<file path="src/ahbpw_pkg.sv">
package ahbpw_pkg;
  localparam logic [31:0] ADDR_IN1   = 32'h4003_0800;
  localparam logic [31:0] ADDR_IN2   = 32'h4003_0804;
  localparam logic [31:0] ADDR_OUT1  = 32'h4003_0810;
  localparam logic [31:0] ADDR_OUT2  = 32'h4003_0814;
  localparam logic [31:0] ADDR_IEN   = 32'h4003_0820;
  localparam logic [31:0] ADDR_IST   = 32'h4003_0824;
  localparam logic [31:0] ADDR_BUS   = 32'h4003_0830;
  localparam logic [31:0] ADDR_SETUP = 32'h4003_0834;

  localparam logic [31:0] RST_VAL    = 32'h0000_0000;
  localparam logic [31:0] IN_WMASK   = 32'hf000_01c3;
  localparam logic [31:0] OUT1_WMASK = 32'hffff_f80e;
  localparam logic [31:0] OUT2_WMASK = 32'hffff_002e;
  localparam logic [31:0] IEN_WMASK  = 32'h000b_303f;
  localparam logic [31:0] HOST_MASK  = 32'h000b_0000;
  localparam logic [31:0] W1C_MASK   = 32'h0000_303f;
  localparam logic [31:0] BUS_WMASK  = 32'h0002_0087;
  localparam logic [31:0] SETUP_WMASK = 32'h0000_0e00;
  localparam logic [31:0] WIN1_MASK_BASE = 32'hf000_0000;

  localparam int END_HI = 8;
  localparam int END_LO = 6;
  localparam int CMD_HI = 3;
  localparam int CMD_LO = 1;
  localparam int OUT1_LO = 11;
  localparam int OUT2_LO = 16;
  localparam int SPAN_HI = 11;
  localparam int SPAN_LO = 10;
  localparam int OPEN_BIT = 9;
  localparam int SLV_WAIT_BIT = 17;
  localparam int REQ_DROP_BIT = 7;
  localparam int WR_BURST_BIT = 2;
  localparam int NARROW_BIT = 1;
  localparam int GAP_BIT = 0;
  localparam int FLG_WAKE = 19;
  localparam int FLG_IRQ_B = 17;
  localparam int FLG_IRQ_A = 16;
  localparam int FLG_IN2_ERR = 13;
  localparam int FLG_IN1_ERR = 12;
  localparam int FLG_SERR_SEEN = 5;
  localparam int FLG_SERR_DRV = 4;
  localparam int FLG_PERR = 3;
  localparam int FLG_MABORT = 2;
  localparam int FLG_TABORT_M = 1;
  localparam int FLG_TABORT_T = 0;

  localparam logic [1:0] PREFETCH_ON = 2'b11;
  localparam logic [4:0] PREFETCH_BEATS = 5'h10;
  localparam logic [2:0] CMD_CONFIG = 3'b101;
  localparam logic [2:0] CMD_MEMORY = 3'b011;

  typedef enum logic [2:0] {
    AHBPW_END_NONE  = 3'b000,
    AHBPW_END_TYPE  = 3'b001,
    AHBPW_END_BYTE  = 3'b010,
    AHBPW_END_HALF  = 3'b011,
    AHBPW_END_ADDR  = 3'b100
  } ahbpw_endian_t;

  localparam logic [2:0] HBURST_SINGLE = 3'b000;
  localparam logic [2:0] HBURST_INCR   = 3'b001;
  localparam logic [2:0] HBURST_INCR4  = 3'b011;
  localparam logic [2:0] HBURST_INCR8  = 3'b101;
  localparam logic [2:0] HBURST_INCR16 = 3'b111;
  localparam logic [1:0] HTRANS_IDLE   = 2'b00;
  localparam logic [1:0] HTRANS_NONSEQ = 2'b10;
endpackage

</file>
<file path="src/ahbpw_ctrl.sv">
`timescale 1ns/1ps
module ahbpw_ctrl (
  input  wire  logic                 ref_clk,
  input  wire  logic                 nrst,
  input  wire  logic                 ce,
  input  wire  logic [31:0]          reg_addr,
  input  wire  logic [31:0]          reg_wdata,
  input  wire  logic                 reg_wr,
  input  wire  logic                 reg_rd,
  output logic       [31:0]          reg_rdata,
  input  wire  logic                 pci_clk,
  input  wire  logic                 host_wake_n,
  input  wire  logic                 host_irq_a_n,
  input  wire  logic                 host_irq_b_n,
  input  wire  logic                 serr_in_n,
  input  wire  logic                 serr_drive,
  input  wire  logic                 perr_in_n,
  input  wire  logic                 perr_drive,
  input  wire  logic                 master_abort,
  input  wire  logic                 tabort_master,
  input  wire  logic                 tabort_target,
  input  wire  logic                 in_bus_err,
  input  wire  logic                 in_bus_err_win2,
  output logic                       irq,
  input  wire  logic                 in_req,
  input  wire  logic                 in_win2,
  input  wire  logic [31:0]          in_addr,
  output logic                       in_ack,
  output logic                       in_ok,
  output logic       [31:0]          in_ahb_addr,
  output ahbpw_pkg::ahbpw_endian_t   in_endian,
  output logic       [4:0]           in_max_beats,
  input  wire  logic                 ob_req,
  input  wire  logic                 ob_win2,
  input  wire  logic [31:0]          ob_addr,
  output logic                       ob_ack,
  output logic                       ob_ok,
  output logic       [31:0]          ob_pci_addr,
  output logic       [2:0]           ob_cmd,
  input  wire  logic                 s_busy,
  output logic                       s_hready,
  input  wire  logic                 m_start,
  input  wire  logic [4:0]           m_beats,
  input  wire  logic [2:0]           m_size,
  input  wire  logic                 m_want,
  input  wire  logic                 m_more,
  input  wire  logic                 hgrant,
  input  wire  logic                 hready,
  output logic                       hbusreq,
  output logic       [1:0]           htrans,
  output logic       [2:0]           hburst
);
  import ahbpw_pkg::*;

  logic [31:0] in1_ctl;
  logic [31:0] in2_ctl;
  logic [31:0] out1_ctl;
  logic [31:0] out2_ctl;
  logic [31:0] irq_en;
  logic [31:0] flags;
  logic [31:0] bus_ctl;
  logic [31:0] setup;
  logic [31:0] status_view;
  logic [31:0] next_flags;
  logic [31:0] evt;
  logic [31:0] w1c;
  logic [10:0] sync1;
  logic [10:0] sync2;
  logic        pci_clk_d;
  logic        pci_rise;
  logic [31:0] win1_mask;
  logic [31:0] in_ctl;
  logic        in_open;
  logic        next_hbusreq;
  logic [2:0]  next_hburst;

  // Register writes. Masks keep read-only and reserved bits at zero.
  always_ff @(posedge ref_clk) begin
    if (!nrst) begin
      in1_ctl  <= RST_VAL;
      in2_ctl  <= RST_VAL;
      out1_ctl <= RST_VAL;
      out2_ctl <= RST_VAL;
      irq_en   <= RST_VAL;
      bus_ctl  <= RST_VAL;
      setup    <= RST_VAL;
    end else if (ce && reg_wr) begin
      unique case (reg_addr)
        ADDR_IN1:   in1_ctl  <= reg_wdata & IN_WMASK;
        ADDR_IN2:   in2_ctl  <= reg_wdata & IN_WMASK;
        ADDR_OUT1:  out1_ctl <= reg_wdata & OUT1_WMASK;
        ADDR_OUT2:  out2_ctl <= reg_wdata & OUT2_WMASK;
        ADDR_IEN:   irq_en   <= reg_wdata & IEN_WMASK;
        ADDR_BUS:   bus_ctl  <= reg_wdata & BUS_WMASK;
        ADDR_SETUP: setup    <= reg_wdata & SETUP_WMASK;
        default: ;
      endcase
    end
  end

  // Every pin-side input passes two flops before use.
  // Reset shows every line idle: active-low pins high, the rest low.
  always_ff @(posedge ref_clk) begin
    if (!nrst) begin
      sync1 <= 11'h57;
      sync2 <= 11'h57;
    end else if (ce) begin
      sync1 <= {perr_drive, tabort_target, tabort_master, master_abort,
                perr_in_n, serr_drive, serr_in_n, pci_clk,
                host_irq_b_n, host_irq_a_n, host_wake_n};
      sync2 <= sync1;
    end
  end

  always_ff @(posedge ref_clk) begin
    if (!nrst) begin
      pci_clk_d <= 1'b0;
    end else if (ce) begin
      pci_clk_d <= sync2[3];
    end
  end

  // Link events are sampled once per link clock rise, so a level held for a
  // link cycle counts as one event and a flag cleared meanwhile sets again.
  assign pci_rise = sync2[3] && !pci_clk_d;

  always_comb begin
    evt = '0;
    evt[FLG_IN2_ERR]   = in_bus_err && in_bus_err_win2;
    evt[FLG_IN1_ERR]   = in_bus_err && !in_bus_err_win2;
    evt[FLG_SERR_SEEN] = pci_rise && !sync2[4];
    evt[FLG_SERR_DRV]  = pci_rise && sync2[5];
    evt[FLG_PERR]      = pci_rise && (!sync2[6] || sync2[10]);
    evt[FLG_MABORT]    = pci_rise && sync2[7];
    evt[FLG_TABORT_M]  = pci_rise && sync2[8];
    evt[FLG_TABORT_T]  = pci_rise && sync2[9];
  end

  // Writing 0 leaves a flag alone; a same-cycle event beats the clear.
  assign w1c = (ce && reg_wr && reg_addr == ADDR_IST) ? (reg_wdata & W1C_MASK) : '0;

  always_comb begin
    next_flags = ((flags & ~w1c) | evt) & W1C_MASK;
  end

  always_ff @(posedge ref_clk) begin
    if (!nrst) begin
      flags <= RST_VAL;
    end else if (ce) begin
      flags <= next_flags;
    end
  end

  // Host lines are mirrored, never latched; only the host can clear them.
  always_comb begin
    status_view = flags;
    status_view[FLG_WAKE]  = !sync2[0];
    status_view[FLG_IRQ_B] = !sync2[2];
    status_view[FLG_IRQ_A] = !sync2[1];
  end

  always_ff @(posedge ref_clk) begin
    if (!nrst) begin
      irq <= 1'b0;
    end else if (ce) begin
      irq <= |(status_view & irq_en);
    end
  end

  // Read data stands in the cycle after the strobe only.
  always_ff @(posedge ref_clk) begin
    if (!nrst) begin
      reg_rdata <= RST_VAL;
    end else if (ce) begin
      reg_rdata <= RST_VAL;
      if (reg_rd) begin
        unique case (reg_addr)
          ADDR_IN1:   reg_rdata <= in1_ctl;
          ADDR_IN2:   reg_rdata <= in2_ctl;
          ADDR_OUT1:  reg_rdata <= out1_ctl;
          ADDR_OUT2:  reg_rdata <= out2_ctl;
          ADDR_IEN:   reg_rdata <= irq_en;
          ADDR_IST:   reg_rdata <= status_view;
          ADDR_BUS:   reg_rdata <= bus_ctl;
          ADDR_SETUP: reg_rdata <= setup;
          default:    reg_rdata <= RST_VAL;
        endcase
      end
    end
  end

  // Inbound translation. A prohibited byte-order code refuses the access,
  // since the data path has no defined ordering for it.
  assign win1_mask = WIN1_MASK_BASE << setup[SPAN_HI:SPAN_LO];
  assign in_ctl    = in_win2 ? in2_ctl : in1_ctl;
  assign in_open   = !in_win2 || setup[OPEN_BIT];

  always_ff @(posedge ref_clk) begin
    if (!nrst) begin
      in_ack       <= 1'b0;
      in_ok        <= 1'b0;
      in_ahb_addr  <= RST_VAL;
      in_endian    <= AHBPW_END_NONE;
      in_max_beats <= 5'h1;
    end else if (ce) begin
      in_ack <= in_req;
      if (in_req) begin
        in_ok <= in_open && (in_ctl[END_HI:END_LO] <= AHBPW_END_ADDR);
        if (in_win2) begin
          in_ahb_addr <= (in_ctl & WIN1_MASK_BASE) | (in_addr & ~WIN1_MASK_BASE);
        end else begin
          in_ahb_addr <= (in_ctl & win1_mask) | (in_addr & ~win1_mask);
        end
        in_endian <= ahbpw_endian_t'(in_ctl[END_HI:END_LO]);
        in_max_beats <= (in_ctl[1:0] == PREFETCH_ON) ? PREFETCH_BEATS : 5'h1;
      end
    end
  end

  // Outbound translation; window 1 takes only the config code, window 2 only the memory code.
  always_ff @(posedge ref_clk) begin
    if (!nrst) begin
      ob_ack      <= 1'b0;
      ob_ok       <= 1'b0;
      ob_pci_addr <= RST_VAL;
      ob_cmd      <= 3'h0;
    end else if (ce) begin
      ob_ack <= ob_req;
      if (ob_req && ob_win2) begin
        ob_pci_addr <= {out2_ctl[31:OUT2_LO], ob_addr[OUT2_LO-1:0]};
        ob_cmd      <= out2_ctl[CMD_HI:CMD_LO];
        ob_ok       <= out2_ctl[CMD_HI:CMD_LO] == CMD_MEMORY;
      end else if (ob_req) begin
        ob_pci_addr <= {out1_ctl[31:OUT1_LO], ob_addr[OUT1_LO-1:0]};
        ob_cmd      <= out1_ctl[CMD_HI:CMD_LO];
        ob_ok       <= out1_ctl[CMD_HI:CMD_LO] == CMD_CONFIG;
      end
    end
  end

  // Slave side: waits are shown by ready low only in the documented mode.
  assign s_hready = !(s_busy && bus_ctl[SLV_WAIT_BIT]);

  // Burst choice for the master side.
  always_comb begin
    next_hburst = HBURST_SINGLE;
    if (bus_ctl[NARROW_BIT] && m_size < 3'h2) begin
      next_hburst = HBURST_SINGLE;
    end else if (bus_ctl[WR_BURST_BIT]) begin
      if (m_beats >= 5'h10) begin
        next_hburst = HBURST_INCR16;
      end else if (m_beats >= 5'h8) begin
        next_hburst = HBURST_INCR8;
      end else if (m_beats >= 5'h4) begin
        next_hburst = HBURST_INCR4;
      end else if (m_beats >= 5'h2) begin
        next_hburst = HBURST_INCR;
      end
    end
  end

  // Request drops on the first granted ready cycle, unless another transfer
  // follows and gap mode keeps the bus held.
  always_comb begin
    next_hbusreq = m_want;
    if (bus_ctl[REQ_DROP_BIT] && hbusreq && hgrant && hready) begin
      next_hbusreq = bus_ctl[GAP_BIT] && m_more;
    end
  end

  always_ff @(posedge ref_clk) begin
    if (!nrst) begin
      hbusreq <= 1'b0;
      htrans  <= HTRANS_IDLE;
      hburst  <= HBURST_SINGLE;
    end else if (ce) begin
      hbusreq <= next_hbusreq;
      htrans  <= (m_start && hgrant && hready) ? HTRANS_NONSEQ : HTRANS_IDLE;
      if (m_start) begin
        hburst <= next_hburst;
      end
    end
  end
endmodule

</file>
<file path="config.mk">
export PLATFORM = sky130hd
export DESIGN_NAME = ahbpw_ctrl
export DESIGN_NICKNAME = d
export VERILOG_FILES = /design/src/ahbpw_pkg.sv /design/src/ahbpw_ctrl.sv
export SDC_FILE = /design/constraint.sdc
export NUM_CORES = 1
export LEC_CHECK = 0
export BUFFER_PORTS_ARGS = -buffer_cell sky130_fd_sc_hd__buf_2
export CORE_MARGIN = 2
export CORE_UTILIZATION = 31
export CTS_BUF_LIST = sky130_fd_sc_hd__clkbuf_4 sky130_fd_sc_hd__clkbuf_8
export CTS_CLUSTER_DIAMETER = 60
export DETAILED_ROUTE_END_ITERATION = 6
export PLACE_DENSITY = 0.58
export SETUP_SLACK_MARGIN = 0.4
export SYNTH_ARGS = -nofsm -noshare
export SYNTH_HDL_FRONTEND = slang
export SYNTH_SLANG_ARGS = --single-unit
</file>
<file path="constraint.sdc">
create_clock -name ref_clk -period 2 [get_ports ref_clk]
set_clock_uncertainty 0.2 [all_clocks]
set_input_delay 0.3 -clock ref_clk [delete_from_list [all_inputs] [get_ports ref_clk]]
set_output_delay 0.3 -clock ref_clk [all_outputs]
set_load 0.02 [all_outputs]
</file>
==> out/qor.yml <==
critPathRequiredTime_ps: 2220
r2r_end: "reg_rdata[1]"
fillers: 2961
crit_fanout: 20
port_buffers: 259
async_flop_share: 0
avgSynthCellArea_um2: 9.04
top_layer: "met5"
drt-met1-wl_mm: 14.3
fmax_mhz: 603
cpMaxStageDelayCell: "or4b_4"
crit_type: "in -> reg"
dr_wl_met2_mm: 15.3
swShare: 0.250
drt_wl_total_mm: 32.3
worst-path-buf-inv: 3
period_needed_ps: 1660
r2r_slack_ps: 540
cts_buffer_depth: 3
synthFlopType: "dfxtp_1"
synth-seq-cells: 226
rows: 64
route.detailed.drc: 0
path_delay_family: "simple AND/OR/NAND/NOR gates"
yosysTopAreaCellShare: 0.471
ant_nets: 0
synthCells: 1062
slew_headroom: 0.533
dp_hpwl_mm: 21.5
timing.final.crit_share: 0.830
grt_remaining_overflow: 0
grt_max_degree: 61
rsz0062_at_grt: "true"
areaGrowthSynthToFinish_pct: 50.9
start_kind: "input port"
fin_nets: 1646
h-tree-depth: 2
die_h_um: 180
worstSkewPairLatency_ps: 540
p_comb_frac: 0.110
fin_setup_tns_ps: 0
p_leak_nw: 6.44
cts_inserted_buffers: 43
die-area_um2: 32400
synth_edf_count: 0
vias_per_cell: 4.87
worst-path-stages: 8
status: "finished, final reports clean"
globalRouteTotalUtil: 0.186
powerDensity_nw_per_um2: 711
finalWorstSetupSlack_ps: 340
fp.dieW_um: 180
vdd_drop_max_mv: 0.387
clk_pin_slew_ps: 60
drt-initial-drc-count: 541
wire_per_inst_um: 16.9
clockRootBuffer: "clkbuf_8"
max_slew.worst_pin.slew_ps: 701
grt_pass1_vias: 8919
final_cell_mix: "buf_2 (230), dfxtp_1 (222), nand2_1 (219)"
ios: 283
dp_slack_ps: -309
max_stage_delay_ps: 560
crit_chain: "buf_2 -> nor4b_4 -> nand4_1 -> buf_4 -> or4b_4 -> buf_12 -> nand3_2 -> o21ai_2"
wl_met3_mm: 1.93
first_pass_iters: 5
synth_cell_types: 53
reg2reg_from: "out2_ctl[1]"
r2r_cells: 5
p_clk_frac: 0.437
antenna_found_initial: 1
fin_hold_ws_ps: 44.5
switchingPower_mw: 2.58
hold_viol: 0
drive_gt1_frac: 0.364
syn_area_um2: 9610
cp-end-kind: "flip-flop"
p_int_mw: 7.72
maxCapViolations: 0
cp-startpoint: "reg_addr[9]"
grt_pass1_wl_mm: 48.8
drv_slew: 0
synth_area_leaders: "dfxtp_1 (47%), nand2_1 (8.6%), mux2i_1 (8.3%), a21boi_0 (4.6%), nand3_1 (3.9%)"
dr_total_vias: 9270
tritoncts: "done"
place_congestion: 0.803
hold_class: "in -> reg"
fin_util: 0.474
cp-endpoint: "out2_ctl[16]"
synth_top_area_cell: "dfxtp_1"
initial_core_util: 0.314
critPathArrivalTime_ps: 1880
yosys_warnings: 0
cts.sinks: 226
finalSetupViolCount: 0
ys_seq_area_frac: 0.471
layout_commonest_cell: "buf_2"
num_antenna_cells: 0
seqPwrFrac: 0.453
core_um2: 30600
==> cells by family (layout without fill, tap and decap cells) <==
kind of cell,after synthesis,count (layout),synth area share
compound gates,234,234,0.174
flops,226,226,0.471
other cells,1,4,0.000390
simple gates,416,416,0.213
mux,95,95,0.101
buf+inv,90,534,0.0410
==> cell usage after synthesis (4+ instances only) <==
| library cell | count |
|---|---|
| buf_6 | 4 |
| nand4_1 | 8 |
| nand2b_1 | 17 |
| o21ai_2 | 20 |
| o21ai_0 | 68 |
| buf_4 | 4 |
| buf_2 | 8 |
| inv_1 | 5 |
| mux2i_1 | 80 |
| nor2b_1 | 19 |
| and3_1 | 6 |
| clkbuf_1 | 49 |
| dfxtp_1 | 226 |
| nor4_1 | 5 |
| nand3_1 | 74 |
| and2_1 | 7 |
| a21oi_1 | 8 |
| nand3_2 | 20 |
| nor2_1 | 17 |
| o211a_1 | 30 |
| mux2_2 | 15 |
| a32o_1 | 6 |
| nand3b_1 | 5 |
| o22ai_1 | 9 |
| buf_1 | 19 |
| a21boi_0 | 59 |
| nor4b_1 | 4 |
| a22oi_1 | 12 |
| nand2_1 | 221 |
==> worst min path at each step <==
stage | from | endpoint | slack (ps) | cells after the start
after floorplan | in_bus_err_win2 | flags[12] | 210 | 1
after global placement | reg_rdata[30] | reg_rdata[30] | 230 | 2
after detailed placement | reg_rdata[31] | reg_rdata[31] | 240 | 2
after CTS | ob_req | ob_ok | 9 | 4
after global routing | ob_req | ob_ok | 30 | 4
final | ob_req | ob_ok | 40 | 4
==> layout make-up <==
cell class / instances / area (um2) / area share
multi-input combinational: 749 / 5090 / 0.351
sequential: 226 / 4530 / 0.313
timing repair buffer: 457 / 3510 / 0.242
clock buffer: 66 / 815 / 0.0562
tap: 396 / 495 / 0.0342
clock inverter: 6 / 35.0 / 0.00242
inverter: 5 / 18.8 / 0.00130
==> metrics by stage <==
step	instances	power (mW)	cell area (um2)
2_1_floorplan	1065	5.26	9970
3_3_place_gp	1706	5.68	12000
4_1_cts	1888	10.4	14000
3_5_place_dp	1706	5.69	12000
5_1_grt	1905	10.8	14500
6_report	1905	10.3	14500
==> worst reg2reg max path: stages, from the launching register on <==
cell	delay (ps)
dfxtp_1	370
nand3b_1	110
a21boi_0	100
o21a_1	190
a221oi_1	260
o21ai_1	110
==> per-layer routing <==
layer,GRT usage,vias to the layer above
met2,0.315,267
li1,-,4578
met4,0.0555,2
met5,0,-
met3,0.0410,64
met1,0.236,4359
==> power groups by stage <==
stage / sequential [mW] / clock [mW] / combinational (mW)
after floorplan: 4.85 / 0 / 0.415
after global placement: 4.75 / 0 / 0.923
after detailed placement: 4.76 / 0 / 0.931
after CTS: 4.66 / 4.63 / 1.11
after global routing: 4.67 / 4.88 / 1.22
final: 4.66 / 4.50 / 1.13
==> state kept, by name (all words and copies together) (netlist names), 8 cells and up <==
signal       cells
in2_ctl          9
sync2           11
reg_rdata       32
ob_pci_addr     32
out1_ctl        24
in1_ctl          9
in_ahb_addr     32
flags            8
irq_en          11
sync1           11
out2_ctl        20
==> what timing repair did <==
item / CTS / global route
hold buffers: 105 / 0
endpoints found under the setup margin: 60 / 106
resized for setup: 15 / 95
hold endpoints to repair: 143 / 0
cloned: 0 / 7
pin swaps: 4 / 23
buffers inserted: 5 / 12
Power figures use the tool's default switching activity.
